===== src/lpdc_pkg.sv =====
/*
 * Package for the LCD pin select and display control block: register
 * offsets, field positions, reset values and the pin-map carrier struct.
 * Assumes a 32-bit AHB-Lite register bus with word-aligned registers.
 */
package lpdc_pkg;

	// Byte offsets on the register bus
	localparam logic [7:0] PIN_CTRL_OFS  = 8'h00;
	localparam logic [7:0] RAM_OR_BLANK_SELECT_CTRL_OFS = 8'h04;
	localparam logic [7:0] STATUS_OFS    = 8'h08;

	// Pin function control fields
	localparam int EXP_SEL_BIT  = 4;
	localparam int GRP_SEL_LSB  = 0;
	localparam int GRP_SEL_W    = 4;
	localparam int PIN_CTRL_W   = 8;
	localparam logic [7:0] PIN_CTRL_RST = 8'h00;

	// Display control fields
	localparam int DC_RSVD_BIT   = 7;
	localparam int DC_SUPPLY_BIT = 6;
	localparam int DC_RUN_BIT    = 5;
	localparam int DC_SRC_BIT    = 4;
	localparam int DC_FRAME_LSB  = 0;
	localparam logic [7:0] RAM_OR_BLANK_SELECT_CTRL_RST = 8'h80;

	// Segment pin map
	localparam int NUM_SEG   = 40;
	localparam int GRP_PINS  = 8;
	localparam int NUM_EXP   = 4;

	// Per-pin function as seen at the pad mux
	typedef struct packed {
		logic [NUM_SEG-1:0] seg_en;   // Pin drives LCD segment
		logic [NUM_SEG-1:0] port_en;  // Pin is a general port
		logic [NUM_EXP-1:0] exp_en;   // Pins 40..37 carry expansion
	} lpdc_pinmap_s;

	// Expansion-side signals from the timing core
	typedef struct packed {
		logic latch_clock_out;
		logic shift_clock_out;
		logic serial_data;
		logic alternating;
	} lpdc_exp_s;

endpackage : lpdc_pkg


===== src/lpdc_pin_decode.sv =====
/*
 * Pin function decoder: turns expansion select and group select into
 * per-pin segment, port and expansion enables.
 * Assumes registered inputs; purely combinational.
 */
`timescale 1ns/100ps
`default_nettype none

module lpdc_pin_decode (
	// Control fields
	input  wire logic                   expansion_select,
	input  wire logic [3:0]             segment_group_select,
	// Pin map
	output lpdc_pkg::lpdc_pinmap_s      pinmap
);

	logic [2:0] groups_on;

	// Number of top groups in segment mode
	always_comb begin
		if (expansion_select) begin
			groups_on = 3'd0;
		end else if (segment_group_select[3]) begin
			groups_on = 3'd5;
		end else if (segment_group_select[2:1] != 2'b00) begin
			groups_on = {1'b0, segment_group_select[2:1]} + 3'd1;
		end else if (segment_group_select[0]) begin
			groups_on = 3'd1;
		end else begin
			groups_on = 3'd0;
		end
	end

	always_comb begin
		pinmap = '0;
		for (int i = 0; i < lpdc_pkg::NUM_SEG; i++) begin
			// Group 0 is pins 40..33, the top of the vector
			if ((lpdc_pkg::NUM_SEG - 1 - i) / lpdc_pkg::GRP_PINS
				< int'(groups_on)) begin
				pinmap.seg_en[i] = 1'b1;
			end
		end
		if (expansion_select) begin
			pinmap.exp_en = '1;
			pinmap.seg_en[39:36] = 4'b0000;
		end
		pinmap.port_en = ~pinmap.seg_en;
		if (expansion_select) begin
			pinmap.port_en[39:36] = 4'b0000;
		end
	end

endmodule : lpdc_pin_decode

`default_nettype wire


===== src/lpdc_top.sv =====
/*
 * LCD pin select and display control: AHB-Lite register slave holding the
 * pin function and display control registers, plus the segment pad mux.
 * Assumes a single clock, a synchronous reset, and a frame timing core
 * outside that supplies segment data and expansion signals.
 */
// Function
// - Expansion select swaps top four pins
// - Reset state: all forty pins are ports
// - Group select enables segments eight at a time
// - Expansion with zero groups: pins 40-37 expansion
// - Display control resets 0x80, top bit 1
// - Supply switch bit turns drive power on
// - Supply forced off if halted or standby
// - Clearing run bit halts controller, registers retained
// - Source bit selects RAM or blank data
// - Pins 40..37 carry latch, shift, data, alternating
`timescale 1ns/100ps
`default_nettype none

module lpdc_top (
	// System
	input  wire logic                 clk,
	input  wire logic                 srst,
	// AHB-Lite slave
	input  wire logic                 hsel,
	input  wire logic [31:0]          haddr,
	input  wire logic [1:0]           htrans,
	input  wire logic                 hwrite,
	input  wire logic [2:0]           hsize,
	input  wire logic [31:0]          hwdata,
	input  wire logic                 hready,
	output logic      [31:0]          hrdata,
	output logic                      hreadyout,
	output logic                      hresp,
	// Chip state
	input  wire logic                 standby,
	// From frame timing core
	input  wire logic [39:0]          seg_data_in,
	input  wire lpdc_pkg::lpdc_exp_s  exp_in,
	// Port function data for pins in port mode
	input  wire logic [39:0]          port_out_in,
	input  wire logic [39:0]          port_oe_in,
	// Pad side
	output logic      [39:0]          seg_pad_out,
	output logic      [39:0]          seg_pad_oe,
	output logic      [39:0]          seg_drive_en,
	// Control out to timing core and supply
	output logic                      controller_run,
	output logic                      drive_supply_on,
	output logic                      ram_or_blank_select,
	output logic      [3:0]           frame_clock_select
);

	// Register state
	logic [7:0]  pin_ctrl_reg;
	logic [6:0]  ram_or_blank_select_ctrl_reg;
	// Write data phase bookkeeping
	logic        wr_pend_reg;
	logic [7:0]  wr_addr_reg;
	// Read address phase decode
	logic [7:0]  rd_addr;
	logic        rd_take;
	// Register fields by name
	logic        exp_sel;
	logic [3:0]  grp_sel;
	logic        supply_sw;
	logic        run_bit;
	logic        src_bit;
	// Pad mux result, registered below
	logic [39:0] seg_pad_next;
	logic [39:0] oe_next;
	logic [39:0] drive_next;
	lpdc_pkg::lpdc_pinmap_s pinmap;

	// Byte offset within the block's decode window
	function automatic logic [7:0] word_ofs(input logic [31:0] a);
		word_ofs = {a[7:2], 2'b00};
	endfunction : word_ofs

	// Data phase of a write that targets the given offset
	function automatic logic write_hits(
		input logic       pend,
		input logic [7:0] wofs,
		input logic [7:0] ofs
	);
		write_hits = pend && (wofs == ofs);
	endfunction : write_hits

	// Zero-wait-state slave, always OKAY
	// Only whole words are used, so hsize is not decoded
	assign hreadyout = 1'b1;
	assign hresp     = 1'b0;

	// Capture write address phase; data arrives next cycle
	// A read issued in a write's data phase sees the old value
	always_ff @(posedge clk) begin
		if (srst) begin
			wr_pend_reg <= 1'b0;
			wr_addr_reg <= 8'h00;
		end else if (hready) begin
			wr_pend_reg <= hsel & htrans[1] & hwrite;
			wr_addr_reg <= word_ofs(haddr);
		end
	end

	// Pin function control register
	always_ff @(posedge clk) begin
		if (srst) begin
			pin_ctrl_reg <= lpdc_pkg::PIN_CTRL_RST;
		end else if (write_hits(wr_pend_reg, wr_addr_reg,
			lpdc_pkg::PIN_CTRL_OFS)) begin
			pin_ctrl_reg <= hwdata[lpdc_pkg::PIN_CTRL_W-1:0];
		end
	end

	// Display control; top bit is constant and not stored
	always_ff @(posedge clk) begin
		if (srst) begin
			ram_or_blank_select_ctrl_reg <=
				lpdc_pkg::RAM_OR_BLANK_SELECT_CTRL_RST[lpdc_pkg::DC_RSVD_BIT-1:0];
		end else if (write_hits(wr_pend_reg, wr_addr_reg,
			lpdc_pkg::RAM_OR_BLANK_SELECT_CTRL_OFS)) begin
			// Clearing run leaves pin_ctrl_reg as is; seg_drive_en clears
			ram_or_blank_select_ctrl_reg <= hwdata[lpdc_pkg::DC_RSVD_BIT-1:0];
		end
	end

	// Read data registered during the address phase
	assign rd_addr = word_ofs(haddr);
	assign rd_take = hready && hsel && htrans[1] && !hwrite;
	always_ff @(posedge clk) begin
		if (srst) begin
			hrdata <= 32'h0000_0000;
		end else if (rd_take) begin
			unique case (rd_addr)
				lpdc_pkg::PIN_CTRL_OFS:
					hrdata <= {24'h00_0000, pin_ctrl_reg};
				lpdc_pkg::RAM_OR_BLANK_SELECT_CTRL_OFS:
					hrdata <= {24'h00_0000, 1'b1, ram_or_blank_select_ctrl_reg};
				lpdc_pkg::STATUS_OFS:
					hrdata <= {29'h0000_0000, standby,
						drive_supply_on, controller_run};
				default:
					hrdata <= 32'h0000_0000;
			endcase
		end
	end

	// Register fields by name
	assign exp_sel   = pin_ctrl_reg[lpdc_pkg::EXP_SEL_BIT];
	assign grp_sel   = pin_ctrl_reg[lpdc_pkg::GRP_SEL_LSB
		+: lpdc_pkg::GRP_SEL_W];
	assign supply_sw = ram_or_blank_select_ctrl_reg[lpdc_pkg::DC_SUPPLY_BIT];
	assign run_bit   = ram_or_blank_select_ctrl_reg[lpdc_pkg::DC_RUN_BIT];
	assign src_bit   = ram_or_blank_select_ctrl_reg[lpdc_pkg::DC_SRC_BIT];

	// Control outputs
	assign controller_run      = run_bit;
	assign ram_or_blank_select = src_bit;
	assign frame_clock_select  = ram_or_blank_select_ctrl_reg[lpdc_pkg::DC_FRAME_LSB +: 4];
	// Halt or standby overrides the supply switch
	assign drive_supply_on = supply_sw
		& run_bit & ~standby;

	lpdc_pin_decode u_decode (
		.expansion_select     (exp_sel),
		.segment_group_select (grp_sel),
		.pinmap               (pinmap)
	);

	// Pad mux
	always_comb begin
		for (int i = 0; i < 40; i++) begin
			if (pinmap.seg_en[i]) begin
				// Blank unless running and RAM selected
				seg_pad_next[i] = seg_data_in[i] & controller_run
					& ram_or_blank_select;
				oe_next[i] = 1'b1;
			end else if (pinmap.port_en[i]) begin
				seg_pad_next[i] = port_out_in[i];
				oe_next[i]      = port_oe_in[i];
			end else begin
				seg_pad_next[i] = 1'b0;
				oe_next[i]      = 1'b1;
			end
		end
		if (pinmap.exp_en[3]) begin
			seg_pad_next[39] = exp_in.latch_clock_out;
			seg_pad_next[38] = exp_in.shift_clock_out;
			seg_pad_next[37] = exp_in.serial_data & ram_or_blank_select;
			seg_pad_next[36] = exp_in.alternating;
		end
	end

	// Registered pad data avoids glitches on mode change
	always_ff @(posedge clk) begin
		if (srst) begin
			seg_pad_out <= 40'h00_0000_0000;
		end else begin
			seg_pad_out <= seg_pad_next;
		end
	end

	// Pad enables: ports drive nothing until told to
	always_ff @(posedge clk) begin
		if (srst) begin
			seg_pad_oe <= 40'h00_0000_0000;
		end else begin
			seg_pad_oe <= oe_next;
		end
	end

	// Segment drive only while the controller runs
	assign drive_next = pinmap.seg_en & {40{run_bit}};
	always_ff @(posedge clk) begin
		if (srst) begin
			seg_drive_en <= 40'h00_0000_0000;
		end else begin
			seg_drive_en <= drive_next;
		end
	end

endmodule : lpdc_top

`default_nettype wire


===== config.mk =====
export PLATFORM = sky130hd
export DESIGN_NAME = lpdc_top
export DESIGN_NICKNAME = d
export VERILOG_FILES = /design/src/lpdc_pkg.sv /design/src/lpdc_pin_decode.sv /design/src/lpdc_top.sv
export SDC_FILE = /design/constraint.sdc
export NUM_CORES = 1
export LEC_CHECK = 0
export ABC_AREA = 0
export BUFFER_PORTS_ARGS = -buffer_cell sky130_fd_sc_hd__buf_2
export CAP_MARGIN = 20
export CORE_AREA = 2 2 141 143
export CTS_CLUSTER_DIAMETER = 150
export DETAILED_ROUTE_END_ITERATION = 10
export DIE_AREA = 0 0 143 145
export PLACE_DENSITY = 0.53
export SYNTH_ARGS = -nofsm -noshare
export SYNTH_HDL_FRONTEND = slang
export SYNTH_SLANG_ARGS = --single-unit

===== constraint.sdc =====
create_clock -name clk -period 4.9 [get_ports clk]
set_input_delay 0.49 -clock clk [delete_from_list [all_inputs] [get_ports clk]]
set_output_delay 0.49 -clock clk [all_outputs]
set_load 0.01 [all_outputs]

Word level (Yosys, flattened, before mapping)
Cells that the tools add are included.

operators by class
  add/subtract/negate cells = 1
  magnitude comparators = 5
  equal/unequal tests = 3
  multiplexer cells = 174
  bitwise logic cells = 88
  reduce and logical (&&, ||, !) cells = 9

operator list
  kind                 count
  $mux 1               166
  $and 1x1->1          85
  $and 40x40->40       1
  $not 40->40          1
  $pmux 8 s3           1
  $logic_not 8->1      2
  $mux 4               4
  $eq 6x1->1 const B   2
  $mux 3               3
  $eq 6x2->1 const B   1
  $lt 1x3->1 const A   2
  $lt 2x3->1 const A   2
  $logic_and 1x1->1    5
  $add 2x1->3 const B  1
  $lt 3x3->1 const A   1
  $reduce_bool 2->1    1
  $logic_not 1->1      1
  $not 1->1            1

storage, ports and cells
  flip-flop bits (word level) = 174
  input port bits = 199
  output and inout port bits = 161
  word-level logic and storage cells = 288

Depth between registers and ports, before layout
Gate-level depths: netlist of run 1.

  word-level depth = 12
  mapped depth = 8
  gate-level depth less buffers = 6

Modules after synthesis
Synthesis of run 1 repeated with hierarchy kept, for this count alone.

unflattened totals
  cell total of the unflattened synthesis = 649
  area, all modules = 6152.2 sq um

modules (own cells, without submodules)
  module           times used  cells each  area an instance (sq um)  sequential area each (sq um)
  lpdc_top         1           552         5421.4                    3002.9
  lpdc_pin_decode  1           97          730.7                     0.0

Worst setup path after synthesis of run 1
Ideal clock, no wire load.

  path kind = reg-to-reg
  start = register pin_ctrl_reg[1]
  end = register seg_pad_out[17]
  library setup time = 0.071 ns
  arrival time = 1.741 ns
  required time = 4.829 ns
  path slack = 3.088 ns
  stages on the path, launching flop included = 9
  buffers on the path = 2
  period minus slack after synthesis = 1.812 ns
  path through = dfxtp_1 -> inv_1 -> ha_1 -> nor2b_1 -> clkbuf_1 -> o31ai_2 -> buf_2 -> nand3_1 -> a21oi_1

between the ends
  cells in the longest elaborated chain, start to end = 9
  elaborated cells between the ends (all ways) = 10
  those cells by class = add/sub: 1; order compare: 1; mux: 6; bitwise: 1; reduce/logical: 1

ends and longest elaborated chain
  what                                              line                                          RTL
  from (decl)                                       lpdc_top.sv:56                                logic [7:0] pin_ctrl_reg;
  from (signal assigned)                            lpdc_top.sv:110                               pin_ctrl_reg <= lpdc_pkg::PIN_CTRL_RST;
  from (signal assigned)                            lpdc_top.sv:113                               pin_ctrl_reg <= hwdata[lpdc_pkg::PIN_CTRL_W-1:0];
  $add 2x1->3 or $reduce_bool 2->1 (tied branches)  lpdc_pin_decode.sv:26, lpdc_pin_decode.sv:25
  $mux 3 *                                          lpdc_pin_decode.sv:25                         end else if (segment_group_select[2:1] != 2'b00) begin
  $mux 3 *                                          lpdc_pin_decode.sv:23                         end else if (segment_group_select[3]) begin
  $mux 3 *                                          lpdc_pin_decode.sv:21                         if (expansion_select) begin
  $lt 2x3->1 *                                      lpdc_pin_decode.sv:39                         < int'(groups_on)) begin
  $mux 1 *                                          lpdc_pin_decode.sv:38                         if ((lpdc_pkg::NUM_SEG - 1 - i) / lpdc_pkg::GRP_PINS
  $not 40->40                                       lpdc_pin_decode.sv:47                         pinmap.port_en = ~pinmap.seg_en;
  $mux 1                                            lpdc_top.sv:180                               end else if (pinmap.port_en[i]) begin
  $mux 1 *                                          lpdc_top.sv:175                               if (pinmap.seg_en[i]) begin
  to (signal assigned)                              lpdc_top.sv:201                               seg_pad_out <= seg_pad_next;
  to (decl)                                         lpdc_top.sv:45                                output logic [39:0] seg_pad_out,

Every way passes the cells marked *; elsewhere a longest branch is shown, timed or not.
A chain may end at the register's enable or synchronous reset.

Worst setup path in the final report of run 1
  start = register pin_ctrl_reg[4]
  end = register seg_pad_out[22]

between the ends
  cells in the longest elaborated chain, start to end = 6

ends and longest elaborated chain
  what          line
  $mux 3 *      lpdc_pin_decode.sv:21
  $lt 2x3->1 *  lpdc_pin_decode.sv:39
  $mux 1 *      lpdc_pin_decode.sv:38
  $not 40->40   lpdc_pin_decode.sv:47
  $mux 1        lpdc_top.sv:180
  $mux 1 *      lpdc_top.sv:175

Marked as above.

==> impl_metrics.yaml, run 1 <==
critical_path:
  rr_worst_depth: 5
  worstReg2RegStart: "pin_ctrl_reg[4]$_SDFFE_PP0P_"
  worstSetupPathType: "reg -> reg"
  worstPathRequired_ns: 5.23
  critPathLaunchType: "register"
  worstSetupEndpointType: "register"
  setup.worst_path.end: "seg_pad_out[22]$_SDFF_PP0_"
  crit_arrival_ns: 2.58
  r2r_end: "seg_pad_out[22]$_SDFF_PP0_"
  r2r_slack_ns: 2.65
  crit_start: "pin_ctrl_reg[4]$_SDFFE_PP0P_"
  crit_fanout: 29
die:
  core_region_area_um2: 19210
  initial_core_util_pct: 24.70
  rows: 51
  pin_count: 360
  die-area_um2: 20740
  die_w_um: 143
  fp.dieH_um: 145
placed_design:
  place.gp.congestion: 0.7380
  post-place-ws_ns: 2.547
  port_buffers: 279
  dpl.hpwl_um: 10710
  dp.cells: 1017
routing:
  ant_nets: 0
  firstDrtPassIters: 6
  avgViaCountPerCell: 4.146
  num_vias: 4349
  drc: 0
  wl_um: 14890
  avgRoutedWirePerCell_um: 14.20
  drt_iter0_drc: 139
layout:
  final_util_pct: 34.31
  filler_cell_count: 2063
  layout.nets: 972
  multiInputGateArea_um2: 1797
  drive_gt1_share_pct: 41.07
  syn_to_final_growth_pct: 38.93
  layoutNonFillerInstCount: 1049
  n_antenna_cell: 0
  ff_latch_area_um2: 2322
  largestRegisters: "seg_pad_oe (40), seg_pad_out (40)"
timing:
  fin_crit_sh_pct: 45.84
  rsz0062_at_grt: "false"
  setup_viol: 0
  tns_ns: 0
  fin_ws_ns: 2.654
  hold_violations: 0
  finClkSkew_ns: 0.007257
  max_freq_ghz: 0.4452
  maxSlewHeadroom_pct: 34.14
  worstMarginPinSlew_ns: 0.9865
  fin_crit_ns: 2.246
  final-max-slew-violation-count: 0
global_route:
  antenna_found_initial: 0
  grt_usage_pct: 14.02
  grt_pass1_vias: 4123
  grt_pass1_wl_um: 22390
  overflow: 0
  grt_max_degree: 77
  busiest_layer: "met2"
  met1_usage_pct: 16.63
  met2_usage_pct: 23.78
  use_met3_pct: 4.059
yosys:
  yosys.area_share.xor_xnor_pct: 0
  yosys.area_share.simple_pct: 18.23
  synth_commonest_cells: "dfxtp_1, nor2_1, buf_4"
  synthTopCellsByArea: "dfxtp_1, buf_4, nor2_1, a21oi_1, mux2i_1"
  yosys.area.top_type: "dfxtp_1"
  syn-cell-area_um2: 4743
  async_reset_ff_share_pct: 0
  synth-compound-area-share_pct: 11.08
  yosysTopAreaCellShare_pct: 48.96
  ys_ff_latch: 116
  syn_avg_cell_area_um2: 8.719
  synth_top_family_by_area: "simple AND/OR/NAND/NOR gates"
  synth_most_common_cell: "dfxtp_1"
  synth-edff-count: 0
  post_synth_num_cell_types: 41
  synth_cells: 544
  synthAdderAreaFrac_pct: 0.5276
  synth_mux_area_share_pct: 5.909
  ys_warn_count: 0
  synth-main-ff-cell: "dfxtp_1"
  synth_seq_area_share_pct: 48.96
worst_hold_path:
  hp-start: "port_oe_in[26]"
  min_path_type: "in -> reg"
clock_network:
  cts_tree: "done"
  clock_sinks: 116
  cts_hold_buf: 0
  htreeDepth: 4
  clk_latency_ns: 0.40
  cts-buffers-inserted: 17
  clock_path_buffers: 2
  post-cts-setup-buffer-count: 0
  ctsRootBufferMaster: "clkbuf_16"
  post_cts_resized: 0
  clkTransAtPathRegs_ns: 0.06
power:
  vdd_ir_drop_max_v: 0.0002254
  power.density_nw_per_um2: 384.4
  p_leak_uw: 0.003321
  p_total_uw: 2533
run:
  max_cap_violations: 0
outcome:
  status: "completed"
## cell type report
cell class	instances	share of cell area, %
sequential	116	35.24
multi-input combinational	335	27.26
timing repair buffer	286	22.08
clock buffer	23	7.253
tap	265	5.031
clock inverter	9	2.278
inverter	15	0.8544
## routing by layer
metal	vias up	wire length [um]
met5	-	0
met4	0	257
met1	1972	6326
met3	16	963
met2	174	7346
li1	2187	-
## how the worst min path moves through the flow
stage,end,depth (start not counted),slack [ns]
final,seg_pad_oe[26]$_SDFF_PP0_,3,0.29
after global routing,seg_pad_oe[7]$_SDFF_PP0_,3,0.27
after CTS,seg_pad_oe[21]$_SDFF_PP0_,3,0.27
after detailed placement,hrdata[7]$_SDFFE_PP0P_,2,0.46
after global placement,hrdata[7]$_SDFFE_PP0P_,2,0.45
after floorplan,wr_pend_reg$_SDFFE_PP0P_,2,0.45
## through the flow
stage	hold WS (ns)	cell area, um2
floorplan	0.4507	4833
global placement	0.4464	5951
detailed placement	0.4554	5962
CTS	0.2686	6590
global route	0.2685	6590
finish	0.2901	6590
## cell usage in the layout, fill, tap and decap left out, drive strengths merged, types with 5 or more instances in the layout
| cell type | n |
|---|---|
| nand2 | 27 |
| a31oi | 5 |
| nor2 | 96 |
| clkbuf | 23 |
| nor3 | 6 |
| o21ai | 16 |
| a21oi | 56 |
| nand4 | 9 |
| nand3 | 24 |
| dfxtp | 116 |
| conb | 26 |
| mux2i | 28 |
| inv | 15 |
| buf | 286 |
| nand4b | 5 |
## report_power, final
| group | internal (uW) | leakage (uW) | total (uW) | switching [uW] |
|---|---|---|---|---|
| combinational | 95.7 | 0.00206 | 212 | 117 |
| clock | 890 | 0.000303 | 1320 | 435 |
| sequential | 986 | 0.000958 | 997 | 10.7 |
## critical path: stages, from the launching register on
cell      delay, ns
dfxtp_1        0.97
o21bai_1       0.22
buf_4          0.26
o31a_1         0.47
nand2_1        0.12
a21oi_1        0.13
## kinds of logic (layout without fill, tap and decap cells)
family / count (synthesis) / after routing
buf+inv: 117 / 333
simple gates: 187 / 187
compound gates: 92 / 92
flops: 116 / 116
mux: 28 / 28
other cells: 2 / 26
fa+ha+maj: 2 / 2
Power figures use the tool's default switching activity.
==> run 2, diff against run 1 <==
Settings changed: PLACE_DENSITY 0.53 to 0.55.
Clock period 4.9 ns to 1.8 ns, I/O delays scaled along.
==> impl_metrics.yaml, run 2 (synthesized netlist as in run 1, its figures left out) <==
outcome:
  status: "completed"
worst_hold_path:
  whs_endpoint: "seg_pad_oe[35]$_SDFF_PP0_"
  hp-start: "port_oe_in[35]"
  holdPathStages: 3
  min_path_type: "in -> reg"
clock_network:
  clock_path_buffers: 2
  post-cts-setup-buffer-count: 0
  clk_latency_ns: 0.40
  cts-buffers-inserted: 17
  clkTransAtPathRegs_ns: 0.05
  ctsRootBufferMaster: "clkbuf_16"
  htreeDepth: 4
  clock_sinks: 116
  cts_tree: "done"
layout:
  layout_common_cells: "buf_2, dfxtp_1, nor2_1"
  final_area_um2: 7173
  largestRegisters: "seg_pad_oe (40), seg_pad_out (40)"
  layout.nets: 1035
  n_antenna_cell: 0
  drive_gt1_share_pct: 39.86
  syn_to_final_growth_pct: 51.23
  mostFrequentLayoutCell: "buf_2"
placed_design:
  place.gp.congestion: 0.7914
  dpl_cell_area_um2: 6141
  dpl.hpwl_um: 10940
  port_buffers: 279
critical_path:
  rr_worst_depth: 5
  crit_chain: "or4_1 > nor4b_2 > buf_4 > mux2i_1 > nor2_1"
  crit_fanout: 8
  crit_buf_inv: 1
  path_delay_family: "simple AND/OR/NAND/NOR gates"
  cpPeakStageDelay_ns: 0.56
  cp_slowest_cell: "or4_1"
  worstReg2RegStart: "wr_addr_reg[4]$_SDFFE_PP0P_"
  worstSetupPathType: "reg -> reg"
  worstPathRequired_ns: 2.09
  worstSetupEndpointType: "register"
  critPathLaunchType: "register"
  r2r_slack_ns: 0.10
  crit_arrival_ns: 1.98
  r2r_end: "pin_ctrl_reg[6]$_SDFFE_PP0P_"
die:
  initial_core_util_pct: 24.70
  rows: 51
  fp.dieH_um: 145
  die_w_um: 143
  die-area_um2: 20740
  core_region_area_um2: 19210
  pin_count: 360
timing:
  setup_viol: 0
  hold_violations: 0
  rsz0062_at_grt: "false"
  fin_crit_sh_pct: 94.20
  fin_crit_ns: 1.696
  final-max-slew-violation-count: 0
  finClkSkew_ns: 0.006035
  max_freq_ghz: 0.5897
power:
  p_leak_uw: 0.003584
  vdd_ir_drop_max_v: 0.0005633
  p_total_uw: 6630
  power.density_nw_per_um2: 924.3
routing:
  avgRoutedWirePerCell_um: 14.03
  wl_um: 15540
  ant_nets: 0
  num_vias: 4633
  drt_iter0_drc: 178
  firstDrtPassIters: 5
  drc: 0
  avgViaCountPerCell: 4.181
global_route:
  grt_usage_pct: 14.57
  grt_pass1_wl_um: 23400
  grt_pass1_vias: 4343
  overflow: 0
  grt_max_degree: 51
  antenna_found_initial: 1
run:
  max_cap_violations: 0
## run 2: cell count changes in the layout (fill, tap and decap cells not counted), moves of 2 or more
cell	delta
a2111oi_0	-2
a2111oi_1	+2
buf_12	+5
buf_4	+12
bufinv_16	-2
dlygate4sd3_1	+47
## run 2: what timing repair did
item                                    CTS  global route
hold buffers                             47             0
resized for setup                         1             3
pin swaps                                 0             2
endpoints found under the hold margin    47             0
endpoints found under the setup margin    8            18
## run 2: tightest hold or removal path, stage by stage
cell     delay [ns]
buf_2          0.10
inv_1          0.05
a21oi_1        0.05
## run 2: where the power goes
group	leakage, uW	internal (uW)	total (uW)	switching, uW
clock	0.000271	2110	3230	1120
combinational	0.00236	343	684	341
sequential	0.000958	2690	2710	29.0
total	0.00358	5140	6630	1490
## run 2: worst max path at each step
stage | slack [ns] | endpoint | depth (start not counted) | startpoint
2_1_floorplan | -0.01 | seg_pad_out[17]$_SDFF_PP0_ | 8 | pin_ctrl_reg[1]$_SDFFE_PP0P_
3_3_place_gp | -0.04 | seg_pad_out[36]$_SDFF_PP0_ | 6 | pin_ctrl_reg[1]$_SDFFE_PP0P_
3_5_place_dp | -0.09 | seg_pad_out[36]$_SDFF_PP0_ | 6 | pin_ctrl_reg[1]$_SDFFE_PP0P_
4_1_cts | 0.003 | seg_pad_out[36]$_SDFF_PP0_ | 6 | pin_ctrl_reg[1]$_SDFFE_PP0P_
5_1_grt | 0.0006 | seg_pad_out[37]$_SDFF_PP0_ | 6 | pin_ctrl_reg[2]$_SDFFE_PP0P_
6_report | 0.10 | pin_ctrl_reg[6]$_SDFFE_PP0P_ | 5 | wr_addr_reg[4]$_SDFFE_PP0P_
## run 2: cell type report
class                           count  area, um2
Timing Repair Buffer              349       2105
Clock inverter                      5      77.57
Fill cell                        1975      12030
Tap cell                          265      331.6
Clock buffer                       23      478.0
Sequential cell                   116       2322
Multi-Input combinational cell    335       1803
Inverter                           15      56.30
## run 2: per-layer routing
layer  wire, um  GRT usage [%]  up-vias
met5         11              0        -
met4        284          5.347        2
met3        897          3.696       21
li1           -              -     2313
met1       6680          17.99     2112
met2       7669          24.31      185
## run 2: stage by stage
step | instances | util, % | worst slack (ns) | hold slack, ns | TNS [ns]
CTS | 1108 | 37.32 | 0.002930 | 0.00003592 | 0
global placement | 1033 | 31.97 | -0.04494 | 0.3848 | -0.1261
detailed placement | 1033 | 31.97 | -0.09101 | 0.3909 | -0.2355
finish | 1108 | 37.35 | 0.1044 | 0.02050 | 0
global route | 1108 | 37.35 | 0.0005698 | 0.006938 | 0
floorplan | 568 | - | -0.01156 | 0.2974 | -0.02311
